<file path="config.mk">
export PLATFORM = sky130hd
export DESIGN_NAME = sai_input_port
export DESIGN_NICKNAME = d
export VERILOG_FILES = /design/src/sai_pkg.sv /design/src/sai_stream_if.sv /design/src/sai_fifo.sv /design/src/sai_input_port.sv
export SDC_FILE = /design/constraint.sdc
export NUM_CORES = 2
export LEC_CHECK = 0
export BUFFER_PORTS_ARGS = -buffer_cell sky130_fd_sc_hd__clkbuf_2
export CAP_MARGIN = 5
export CORE_UTILIZATION = 35
export CTS_BUF_LIST = sky130_fd_sc_hd__clkbuf_16
export DETAILED_ROUTE_END_ITERATION = 12
export GPL_TIMING_DRIVEN = 1
export SYNTH_ARGS = -nofsm -noshare
export SYNTH_HDL_FRONTEND = slang
export SYNTH_SLANG_ARGS = --single-unit
export TNS_END_PERCENT = 100
</file>
<file path="constraint.sdc">
create_clock -name clock -period 10.6 [get_ports clock]
set_input_delay 0.53 -clock clock [delete_from_list [all_inputs] [get_ports clock]]
set_output_delay 0.53 -clock clock [all_outputs]
set_load 0.01 [all_outputs]
</file>
<file path="src/sai_pkg.sv">
// Shared constants and types for the serial audio input port.
// Assumes a single peripheral clock domain on the FIFO side.

package sai_pkg;

   // ----------------------------------------------------------------
   // Geometry
   // ----------------------------------------------------------------
   localparam int CHANNELS    = 8;
   localparam int CHAN_BITS   = 3;
   localparam int WORD_BITS   = 32;
   localparam int FRAME_BITS  = 64;
   localparam int HALF_BITS   = FRAME_BITS / 2;
   localparam int COUNT_BITS  = 6;
   localparam int FIFO_DEPTH  = 8;
   localparam int ENTRY_BITS  = CHAN_BITS + 1 + WORD_BITS;

   // ----------------------------------------------------------------
   // Entry field positions
   // ----------------------------------------------------------------
   localparam int ENTRY_WORD_LSB = 0;
   localparam int ENTRY_LEFT_POS = WORD_BITS;
   localparam int ENTRY_CHAN_LSB = WORD_BITS + 1;

   // ----------------------------------------------------------------
   // Reset values
   // ----------------------------------------------------------------
   localparam logic [WORD_BITS-1:0]  WORD_RESET  = 32'h0000_0000;
   localparam logic [COUNT_BITS-1:0] COUNT_RESET = 6'h00;

   // ----------------------------------------------------------------
   // Framing formats and sample widths
   // ----------------------------------------------------------------
   typedef enum logic [1:0] {
      SAI_FMT_I2S = 2'h0,
      SAI_FMT_LJ  = 2'h1,
      SAI_FMT_RJ  = 2'h2
   } sai_format_t;

   typedef enum logic [2:0] {
      SAI_WID_32 = 3'h0,
      SAI_WID_24 = 3'h1,
      SAI_WID_20 = 3'h2,
      SAI_WID_18 = 3'h3,
      SAI_WID_16 = 3'h4
   } sai_width_t;

endpackage : sai_pkg

</file>
<file path="src/sai_stream_if.sv">
// Valid/ready word stream between the port's own modules.
// Assumes both ends sit on the same clock.

`timescale 1ns/1ps

interface sai_stream_if #(parameter int WIDTH = 36);
   logic             valid;
   logic             ready;
   logic [WIDTH-1:0] data;

   modport source (output valid, output data, input ready);
   modport sink   (input valid, input data, output ready);
endinterface : sai_stream_if

</file>
<file path="src/sai_fifo.sv">
// Synchronous word FIFO with valid/ready on both sides.
// Assumes fill and drain share one clock and a synchronous reset.

`timescale 1ns/1ps

module sai_fifo
   import sai_pkg::*;
#(
   parameter int WIDTH = ENTRY_BITS,
   parameter int DEPTH = FIFO_DEPTH
)
(
   input wire logic     clock,
   input wire logic     sys_rst,
   sai_stream_if.sink   fillPort,
   sai_stream_if.source drainPort
);

   localparam int AW = (DEPTH > 1) ? $clog2(DEPTH) : 1;

   logic [WIDTH-1:0] mem [DEPTH];
   logic [AW-1:0]    wrPtr;
   logic [AW-1:0]    rdPtr;
   logic [AW:0]      count;
   logic             doPush;
   logic             doPop;

   // ----------------------------------------------------------------
   // Handshake
   // ----------------------------------------------------------------
   assign fillPort.ready  = (count != (AW+1)'(DEPTH));
   assign drainPort.valid = (count != '0);
   assign drainPort.data  = mem[rdPtr];
   assign doPush          = fillPort.valid & fillPort.ready;
   assign doPop           = drainPort.valid & drainPort.ready;

   // Storage; no reset needed, contents gated by count
   always_ff @(posedge clock)
   begin
      if (doPush)
      begin
         mem[wrPtr] <= fillPort.data;
      end
   end

   // Pointers wrap explicitly so depth need not be a power of two
   always_ff @(posedge clock)
   begin
      if (sys_rst)
      begin
         wrPtr <= '0;
         rdPtr <= '0;
      end
      else
      begin
         if (doPush)
         begin
            wrPtr <= (wrPtr == AW'(DEPTH-1)) ? '0 : wrPtr + 1'b1;
         end
         if (doPop)
         begin
            rdPtr <= (rdPtr == AW'(DEPTH-1)) ? '0 : rdPtr + 1'b1;
         end
      end
   end

   // Occupancy
   always_ff @(posedge clock)
   begin
      if (sys_rst)
      begin
         count <= '0;
      end
      else if (doPush && !doPop)
      begin
         count <= count + 1'b1;
      end
      else if (doPop && !doPush)
      begin
         count <= count - 1'b1;
      end
   end

endmodule : sai_fifo

</file>
<file path="src/sai_input_port.sv">
// Serial audio input port: eight receive channels into one word FIFO.
// Assumes link pins are asynchronous to clock and toggle far slower than it.

`timescale 1ns/1ps

module sai_input_port
   import sai_pkg::*;
#(
   parameter int NUM_CHANNELS = CHANNELS,
   parameter int DEPTH        = FIFO_DEPTH
)
(
   input  wire logic                                 clock,
   input  wire logic                                 sys_rst,
   input  wire logic [NUM_CHANNELS-1:0]              chanBitClock,
   input  wire logic [NUM_CHANNELS-1:0]              chanFrameSync,
   input  wire logic [NUM_CHANNELS-1:0]              chanData,
   input  wire logic [NUM_CHANNELS-1:0]              chanEnable,
   input  wire logic [NUM_CHANNELS-1:0][1:0]         chanFormat,
   input  wire logic [NUM_CHANNELS-1:0][2:0]         chanWidth,
   output wire logic [WORD_BITS-1:0]                 wordData,
   output wire logic [CHAN_BITS-1:0]                 wordChannel,
   output wire logic                                 wordLeft,
   output wire logic                                 wordValid,
   input  wire logic                                 wordReady,
   output logic                                      overflow,
   input  wire logic                                 overflowClear
);

   // ----------------------------------------------------------------
   // Sample alignment
   // ----------------------------------------------------------------
   // Puts every format MSB-first at bit 31; RJ zeroes unused low bits (RJ 32 is handled as 24), I2S/LJ below 32 bits clears only bits 7:0
   function automatic logic [WORD_BITS-1:0] alignWord(
      input logic [1:0]           fmt,
      input logic [2:0]           wid,
      input logic [WORD_BITS-1:0] raw
   );
      logic [WORD_BITS-1:0] res;
      res = raw;
      if (fmt == SAI_FMT_RJ)
      begin
         case (wid)
            SAI_WID_16: res = {raw[15:0], 16'h0000};
            SAI_WID_18: res = {raw[17:0], 14'h0000};
            SAI_WID_20: res = {raw[19:0], 12'h000};
            default:    res = {raw[23:0], 8'h00};                 // 24 and any other
         endcase
      end
      else if (wid != SAI_WID_32)
      begin
         res = {raw[31:8], 8'h00};                                // I2S/LJ below 32 bits, low 8 cleared
      end
      return res;
   endfunction : alignWord

   // ----------------------------------------------------------------
   // Per-channel state visible to the arbiter
   // ----------------------------------------------------------------
   logic [NUM_CHANNELS-1:0]                 pend;
   logic [NUM_CHANNELS-1:0]                 pendLeft;
   logic [NUM_CHANNELS-1:0][WORD_BITS-1:0]  pendWord;
   logic [NUM_CHANNELS-1:0]                 chanLost;
   logic [NUM_CHANNELS-1:0]                 grant;
   logic [CHAN_BITS-1:0]                    grantIdx;
   logic                                    anyPend;

   sai_stream_if #(.WIDTH(ENTRY_BITS)) fillBus ();
   sai_stream_if #(.WIDTH(ENTRY_BITS)) drainBus ();

   // ----------------------------------------------------------------
   // Receive channels
   // ----------------------------------------------------------------
   for (genvar ch = 0; ch < NUM_CHANNELS; ch++)
   begin : g_chan
      logic                   clkMeta, clkStable, clkLast;
      logic                   fsMeta, fsStable, fsPrev;
      logic                   datMeta, datStable;
      logic [WORD_BITS-1:0]   shiftReg;
      logic [COUNT_BITS-1:0]  bitCount;
      logic                   delayPend;
      logic                   delaySide;
      logic                   bitRise;
      logic                   fsChange;
      logic                   halfFull;
      logic                   emit;
      logic                   emitSide;
      logic [WORD_BITS-1:0]   emitRaw;

      // Two-flop synchronisers; the first stage feeds only the second
      always_ff @(posedge clock)
      begin
         if (sys_rst)
         begin
            clkMeta   <= 1'b0;
            clkStable <= 1'b0;
            clkLast   <= 1'b0;
            fsMeta    <= 1'b0;
            fsStable  <= 1'b0;
            datMeta   <= 1'b0;
            datStable <= 1'b0;
         end
         else
         begin
            clkMeta   <= chanBitClock[ch];
            clkStable <= clkMeta;
            clkLast   <= clkStable;
            fsMeta    <= chanFrameSync[ch];
            fsStable  <= fsMeta;
            datMeta   <= chanData[ch];
            datStable <= datMeta;
         end
      end

      // Bit clock rising edge; frame sync edge marks a half-frame boundary
      assign bitRise  = clkStable & ~clkLast;
      assign fsChange = bitRise & (fsStable != fsPrev);
      assign halfFull = (bitCount == COUNT_BITS'(HALF_BITS));

      // Shift in serial data, count bits since the last frame sync edge
      always_ff @(posedge clock)
      begin
         if (sys_rst || !chanEnable[ch])
         begin
            shiftReg <= WORD_RESET;
            bitCount <= COUNT_RESET;
            fsPrev   <= 1'b0;
         end
         else if (bitRise)
         begin
            shiftReg <= {shiftReg[WORD_BITS-2:0], datStable};
            fsPrev   <= fsStable;
            if (fsChange)
            begin
               bitCount <= COUNT_BITS'(1);
            end
            else if (!halfFull)
            begin
               bitCount <= bitCount + 1'b1;                             // Saturates at a half
            end
         end
      end

      // I2S data trails the frame sync by one bit, so its word closes an edge later
      always_ff @(posedge clock)
      begin
         if (sys_rst || !chanEnable[ch])
         begin
            delayPend <= 1'b0;
            delaySide <= 1'b0;
         end
         else if (bitRise)
         begin
            delayPend <= fsChange & halfFull & (chanFormat[ch] == SAI_FMT_I2S);
            delaySide <= ~fsPrev;                                       // I2S left is sync low
         end
      end

      // Word completion: one per finished half frame
      always_comb
      begin
         emit     = 1'b0;
         emitSide = fsPrev;
         emitRaw  = shiftReg;
         if (bitRise && delayPend)
         begin
            emit     = 1'b1;
            emitSide = delaySide;
            emitRaw  = shiftReg;                                        // I2S, 32 bits after sync edge
         end
         else if (fsChange && halfFull && (chanFormat[ch] != SAI_FMT_I2S))
         begin
            emit     = 1'b1;                                            // LJ and RJ
            emitSide = fsPrev;                                          // Left is sync high
            emitRaw  = shiftReg;
         end
      end

      // Holding slot; a new word overwrites one not yet taken
      always_ff @(posedge clock)
      begin
         if (sys_rst || !chanEnable[ch])
         begin
            pend[ch]     <= 1'b0;
            pendLeft[ch] <= 1'b0;
            pendWord[ch] <= WORD_RESET;
         end
         else if (emit)
         begin
            pend[ch]     <= 1'b1;                                       // Set beats grant
            pendLeft[ch] <= emitSide;
            pendWord[ch] <= alignWord(chanFormat[ch], chanWidth[ch], emitRaw);
         end
         else if (grant[ch])
         begin
            pend[ch] <= 1'b0;
         end
      end

      assign chanLost[ch] = emit & pend[ch] & ~grant[ch];
   end

   // ----------------------------------------------------------------
   // Channel multiplexer
   // ----------------------------------------------------------------
   // Fixed priority, lowest channel first; half frames last hundreds of
   // cycles so every channel is served long before its next word
   always_comb
   begin
      grant    = '0;
      grantIdx = '0;
      anyPend  = 1'b0;
      for (int i = NUM_CHANNELS - 1; i >= 0; i--)
      begin
         if (pend[i])
         begin
            grantIdx = CHAN_BITS'(i);
            anyPend  = 1'b1;
         end
      end
      if (anyPend)
      begin
         grant[grantIdx] = 1'b1;
      end
   end

   // Granted word is offered once; a full FIFO drops it
   assign fillBus.valid = anyPend;
   assign fillBus.data  = {grantIdx, pendLeft[grantIdx], pendWord[grantIdx]};

   // ----------------------------------------------------------------
   // Overflow flag
   // ----------------------------------------------------------------
   // Sticky; a new loss in the clear cycle keeps it set
   always_ff @(posedge clock)
   begin
      if (sys_rst)
      begin
         overflow <= 1'b0;
      end
      else if ((anyPend && !fillBus.ready) || (chanLost != '0))
      begin
         overflow <= 1'b1;
      end
      else if (overflowClear)
      begin
         overflow <= 1'b0;
      end
   end

   // ----------------------------------------------------------------
   // Shared FIFO
   // ----------------------------------------------------------------
   sai_fifo #(
      .WIDTH (ENTRY_BITS),
      .DEPTH (DEPTH)
   ) u_fifo (
      .clock     (clock),
      .sys_rst   (sys_rst),
      .fillPort  (fillBus),
      .drainPort (drainBus)
   );

   assign drainBus.ready = wordReady;
   assign wordValid      = drainBus.valid;
   assign wordData       = drainBus.data[ENTRY_WORD_LSB +: WORD_BITS];
   assign wordLeft       = drainBus.data[ENTRY_LEFT_POS];
   assign wordChannel    = drainBus.data[ENTRY_CHAN_LSB +: CHAN_BITS];

endmodule : sai_input_port

</file>
# Word-level counts from Yosys, hierarchy flattened
# Memories as Yosys holds them, arrays and structs flattened. A register that Yosys moved wholly into a read port is not among the register bits.
# Cells that the tools add are included.
# word_totals
reg_bits,667
ramBits,288
out_inout_bits,38
wordCells,477
mem_count,1
# mem_list
memory,words,width,rd,rd_ports_with_merged_regs,write_ports,line_no,text
u_fifo.mem,8,36,1,1,1,sai_fifo.sv:21,logic [WIDTH-1:0] mem [DEPTH];
# classes
addsub,12
order_cmp,2
n_eq_ne,59
muxes,113
bitwise,74
n_reduce_logical,92
# op_table
cell,n
one-hot mux 32 bit (3 select lines),8
two-way mux 32 bit,9
binary-select mux 32 bit (select 3 bit),1
two-way mux 6 bit,16
two-way mux 8 bit,9
two-way mux 1 bit,54
AND 1 bit,50
adder 6 x 1 -> 6 bit (second input constant),8
equality test 3 x 2 -> 1 bit (second input constant),16
equality test 6 bit (second input constant),8
two-way mux 3 bit,12
nonzero test 2 bit,18
equality test 3 bit (second input constant),10
logical AND 1 bit,28
inverter 1 bit,24
nonzero test 3 bit,8
equality test 2 bit (second input constant),8
zero test 2 bit,8
inequality test 2 bit (second input constant),8
AND reduction 2 bit,8
zero test 1 bit,11
logical OR 1 bit,9
two-way mux 4 bit,2
inequality test 1 bit,8
10 further kinds,11

# Longest topological paths before layout
# logic_depth
ltp_word,18
mapped_depth,13
mapped_depth_nobuf,12

# Cells and area by module
# Synthesis repeated with hierarchy kept, for this count alone.
# hier_totals
hier_cells,4317
hier_area_um2,41831.4
# modules_own_cells
module,n_inst,cells_per_inst,area_each_um2,seq_area_each_um2
sai_input_port,1,3826,30127.6,13152.6
sai_fifo,1,491,11703.7,8908.5

# Worst setup path before layout
# Ideal clock, no wire load.
# synth_path
path_type,register to register
startpoint,register pend[0]
endpoint,"memory u_fifo.mem[4][0], enable pin"
setup_time_ns,0.532
arrival_ns,4.660
required_ns,10.068
path_slack_ns,5.408
path_stages_with_launch,6
n_path_buf,1
period_less_slack_ns,5.192
cell_sequence,dfxtp_1 > clkbuf_1 > nor4_2 > nand2_1 > nand2_1 > nor4b_1
# synth_between
elab_chain_cells,4
# synth_rtl
element,line_no,text
start: declaration,sai_input_port.sv:60,logic [NUM_CHANNELS-1:0] pend;
start signal: indexed assignment,sai_input_port.sv:184,pend[ch] <= 1'b0;
start signal: indexed assignment,sai_input_port.sv:190,pend[ch] <= 1'b1;
start signal: indexed assignment,sai_input_port.sv:196,pend[ch] <= 1'b0;
two-way mux 1 bit,sai_input_port.sv:215,if (pend[i])
AND 1 bit,sai_fifo.sv:34,assign doPush = fillPort.valid & fillPort.ready;
two-way mux 1 bit,sai_fifo.sv:40,if (doPush)
two-way mux 1 bit (not written as such),sai_fifo.sv:42,mem[wrPtr] <= fillPort.data;
end: declaration,sai_fifo.sv:21,
# No other way between the ends.

# Worst setup path after layout
# layout_path
startpoint,register pend[7]
endpoint,"memory u_fifo.mem[0][5], data pin"
# layout_between
elab_chain_cells,10
# layout_rtl
element,line_no,text
two-way mux 3 bit (8 in a row),sai_input_port.sv:215,
binary-select mux 32 bit (select 3 bit),sai_input_port.sv:229,"assign fillBus.data = {grantIdx, pendLeft[grantIdx], pendWord[grantIdx]};"
two-way mux 32 bit (not written as such),sai_input_port.sv:229,
net fillBus.data[5],sai_stream_if.sv:9,logic [WIDTH-1:0] data;
# The timed path passes the listed nets, and every way through them passes these cells. The select of a mux whose other input is x is not followed.

==> results.py <==
metrics = {
    "status": {
        "run_status": "finished, violations left",
        "violations": "design-rule violations",
    },
    "yosys": {
        "postSynth.asyncResetShare_pct": 0,
        "synth_top_area_share_pct": 31.89,
        "mappedNetlistNets": 4431,
        "netlist_instances": 4331,
        "synth.lib_cells_used.distinct": 69,
        "synth.avg_cell_area_um2": 9.712,
        "synth_largest_area_cell": "sky130_fd_sc_hd__dfxtp_1",
        "synth_ff_type": "sky130_fd_sc_hd__dfxtp_1",
        "count_of_flip_flops_with_a_built_in_enable_after_synthesis": 288,
        "post_synth_main_area_contributors": "sky130_fd_sc_hd__dfxtp_1 (32%), sky130_fd_sc_hd__edfxtp_1 (21%), sky130_fd_sc_hd__nand2_1 (8.2%), sky130_fd_sc_hd__a21oi_1 (7.9%), sky130_fd_sc_hd__mux4_2 (3.9%)",
        "yosys_register_bits": 958,
        "synth_area_um2": 42060,
        "yosysSeqAreaShare_pct": 52.45,
        "yosysWarningCount": 0,
    },
    "layout": {
        "layout.nets": 4377,
        "most_common_cell_after_layout_fill_and_taps_aside": "sky130_fd_sc_hd__nand2_1",
        "post-route-util_pct": 39.81,
        "stdcell_count": 5963,
        "post_route_cells_drive_above_1_share_pct": 12.27,
        "final_cell_mix": "sky130_fd_sc_hd__nand2_1 (921), sky130_fd_sc_hd__dfxtp_1 (666), sky130_fd_sc_hd__a21oi_1 (663)",
        "flow.area_growth_from_synthesis_pct": 12.20,
    },
    "placement": {
        "gp_congestion": 0.9813,
        "detailedPlacementHpwl_mm": 83.08,
        "place_worst_setup_slack_ns": 6.572,
        "portBuffers": 113,
        "dp.cells": 5774,
    },
    "routing": {
        "count_of_unresolved_drc_violations_after_routing": 5,
        "route.antenna.remaining_nets": 0,
        "first_iter_violations": 4756,
        "detail_route.wl_per_cell_um": 20.88,
        "vias": 33340,
        "detail_route.first_pass.iterations": 13,
        "post_drt_via_cell_ratio": 5.591,
        "totalWireLength_mm": 124.5,
    },
    "floorplan": {
        "initial_core_util_pct": 35.48,
        "io_pins": 114,
        "num_rows": 126,
        "core-area_um2": 118600,
        "design.die.area_um2": 121600,
        "die-width_um": 348.7,
        "die_ht_um": 348.7,
    },
    "setup_path": {
        "worst-r2r-setup-slack_ns": 6.58,
        "timing.setup.critical_path_class": "flop to flop",
        "reg2reg_depth": 8,
        "crit_start": "pend[7]$_SDFFE_PP0P_",
        "critical_path.reg2reg.startpoint": "pend[7]$_SDFFE_PP0P_",
        "worstPathMaxFanout": 34,
        "endpoint_kind": "flop",
        "worstSetupStartpointType": "flop",
        "worst-endpoint-arrival_ns": 4.37,
        "required_ns": 10.95,
        "critical_path.reg2reg.endpoint": "u_fifo.mem[0][5]$_DFFE_PP_",
    },
    "grt": {
        "grt_pass1_wl_mm": 189.6,
        "antenna_found_initial": 5,
        "globalRoute.totalOverflow": 0,
        "via_count_of_the_first_global_routing_pass": 30410,
        "largest_net_degree_at_the_start_of_global_routing": 76,
        "total_track_usage_pct": 19.97,
    },
    "sta": {
        "timing_worst_slew_pin_value_ns": 1.264,
        "maxSlewHeadroom_pct": 15.54,
        "layout_worst_path_cycle_share_pct": 37.91,
        "max_freq_mhz": 248.8,
        "setup_clock_skew_after_layout_ns": 0.02280,
        "final.min_clock_period_ns": 4.019,
        "fin_hold_ws_ns": 0.04606,
        "final-setup-viol-count": 0,
        "post-route-worst-setup-slack_ns": 6.581,
        "report.final.slew_viol_count": 0,
        "timing_hold_violations_final": 0,
        "rsz0062_at_grt": "false",
        "setup_tns_ns": 0,
    },
    "worst_hold_path": {
        "hold-path-cell-count": 2,
        "hold_path_end": "g_chan[6].datMeta$_SDFF_PP0_",
        "timing.hold.worst.class": "input port to flop",
        "hold_path_startpoint": "chanData[6]",
    },
    "clock_tree": {
        "clkLatencyLatePin_ns": 0.69,
        "cts_post_setup_buffers_inserted": 0,
        "cts.hold.buffers_added": 0,
        "cts_root_buf": "sky130_fd_sc_hd__clkbuf_16",
        "ctsLongestPathBuffers": 3,
        "ctsHtreeMaxLevel": 3,
        "postCtsResizedCells": 0,
        "cts_tree": "done",
        "clock_transition_at_path_regs_ns": 0.06,
        "clock-sinks": 958,
        "cts_inserted_buffers": 101,
    },
    "power_and_ir_drop": {
        "cellPowerDensity_nw_per_um2": 167.0,
        "power.leakage_nw": 15.31,
        "vdd_ir_drop_max_uv": 118.6,
    },
    "run": {
        "max_cap_violations": 0,
    },
}
cell usage after synthesis, drive strengths merged (7+ instances only):
library cell    n
clkbuf        263
mux2           61
o21ai          64
a221oi         35
nand4          13
dfxtp         670
a21oi         667
o211ai        119
edfxtp        288
xnor2          10
nor3           49
or3             7
and2           12
xor2           17
inv            20
nor3b          12
o22ai          36
nand2b         28
nand2         924
nor2          180
mux4           72
a2111oi        16
nand3         119
a311oi         45
nor4           17
ha             23
nor4b           7
a211oi         30
buf            86
o221ai          9
nor2b         124
a22o            8
mux2i         124
a222oi        128
worst max-delay path by stage:
stage                                       endpoint  slack (ns)  cells past startpoint
after floorplan           u_fifo.mem[4][0]$_DFFE_PP_        5.41                      5
after global placement    u_fifo.mem[4][1]$_DFFE_PP_        6.69                      8
after detailed placement  u_fifo.mem[6][1]$_DFFE_PP_        6.57                      8
after CTS                 u_fifo.mem[6][1]$_DFFE_PP_        6.54                      8
after global routing      u_fifo.mem[4][7]$_DFFE_PP_        6.33                      8
final                     u_fifo.mem[0][5]$_DFFE_PP_        6.58                      8
through the flow:
step / total power [mW] / instance area [µm²]
after global placement: 4.466 / 43910
final: 7.884 / 47200
after detailed placement: 4.469 / 43910
after floorplan: 4.304 / 42060
after global routing: 8.168 / 47200
after CTS: 7.975 / 47200
critical path, cell delays in order, from the launching register on:
cell and delay [ns]:
sky130_fd_sc_hd__dfxtp_1 0.33, sky130_fd_sc_hd__nor2b_1 0.16, sky130_fd_sc_hd__o21bai_4 0.88, sky130_fd_sc_hd__a21o_1 0.23, sky130_fd_sc_hd__buf_4 0.42, sky130_fd_sc_hd__nor2b_4 0.23, sky130_fd_sc_hd__buf_4 0.49, sky130_fd_sc_hd__mux2i_1 0.16
sky130_fd_sc_hd__o221ai_1 0.77
metal layers:
metal  global-route usage (%)  up-vias  routed length (µm)
met4                    10.75        6                7191
met5                        0        -                  34
met2                    32.05     1325               57770
met1                    25.90    15980               51210
met3                    2.981      275                8332
li1                         -    15760                   -
cells by family (layout without fill, tap and decap cells):
logic type	Yosys count	in the layout	share of synthesized area (%)
compound gates	1193	1193	18.44
xor+xnor	27	27	0.5622
fa+ha+maj	24	24	0.7317
buf+inv	369	400	3.682
flops	958	958	52.45
mux	257	257	8.439
other cells	0	1	0
simple gates	1503	1503	15.70
power by group:
part	switching [mW]	leakage, nW	internal (mW)
registers	0.0541	7.97	3.77
clock network	1.51	1.66	1.99
logic	0.312	5.69	0.244
total	1.88	15.3	6.00
registers in the layout (all words and copies together), names as in the netlist, named ones only:
register,cells
u_fifo.mem,288
g_chan.shiftReg,256
pendWord,256
g_chan.bitCount,48
g_chan.clkLast,8
g_chan.clkMeta,8
g_chan.clkStable,8
g_chan.datMeta,8
g_chan.datStable,8
g_chan.delayPend,8
g_chan.delaySide,8
g_chan.fsMeta,8
g_chan.fsPrev,8
g_chan.fsStable,8
pendLeft,8
pend,8
u_fifo.count,4
u_fifo.rdPtr,3
u_fifo.wrPtr,3
overflow,1
cell type report:
cell class / instances / area [µm²]
diodes: 1 / 2.502
clock buffers: 101 / 2527
clock inverters: 87 / 753.2
fillers: 11660 / 71360
inverters: 20 / 75.07
multi-input cells: 3004 / 18610
flip-flops and latches: 958 / 22070
well taps: 1600 / 2002
repair buffers: 192 / 1161
(Power assumes the default switching activity.)
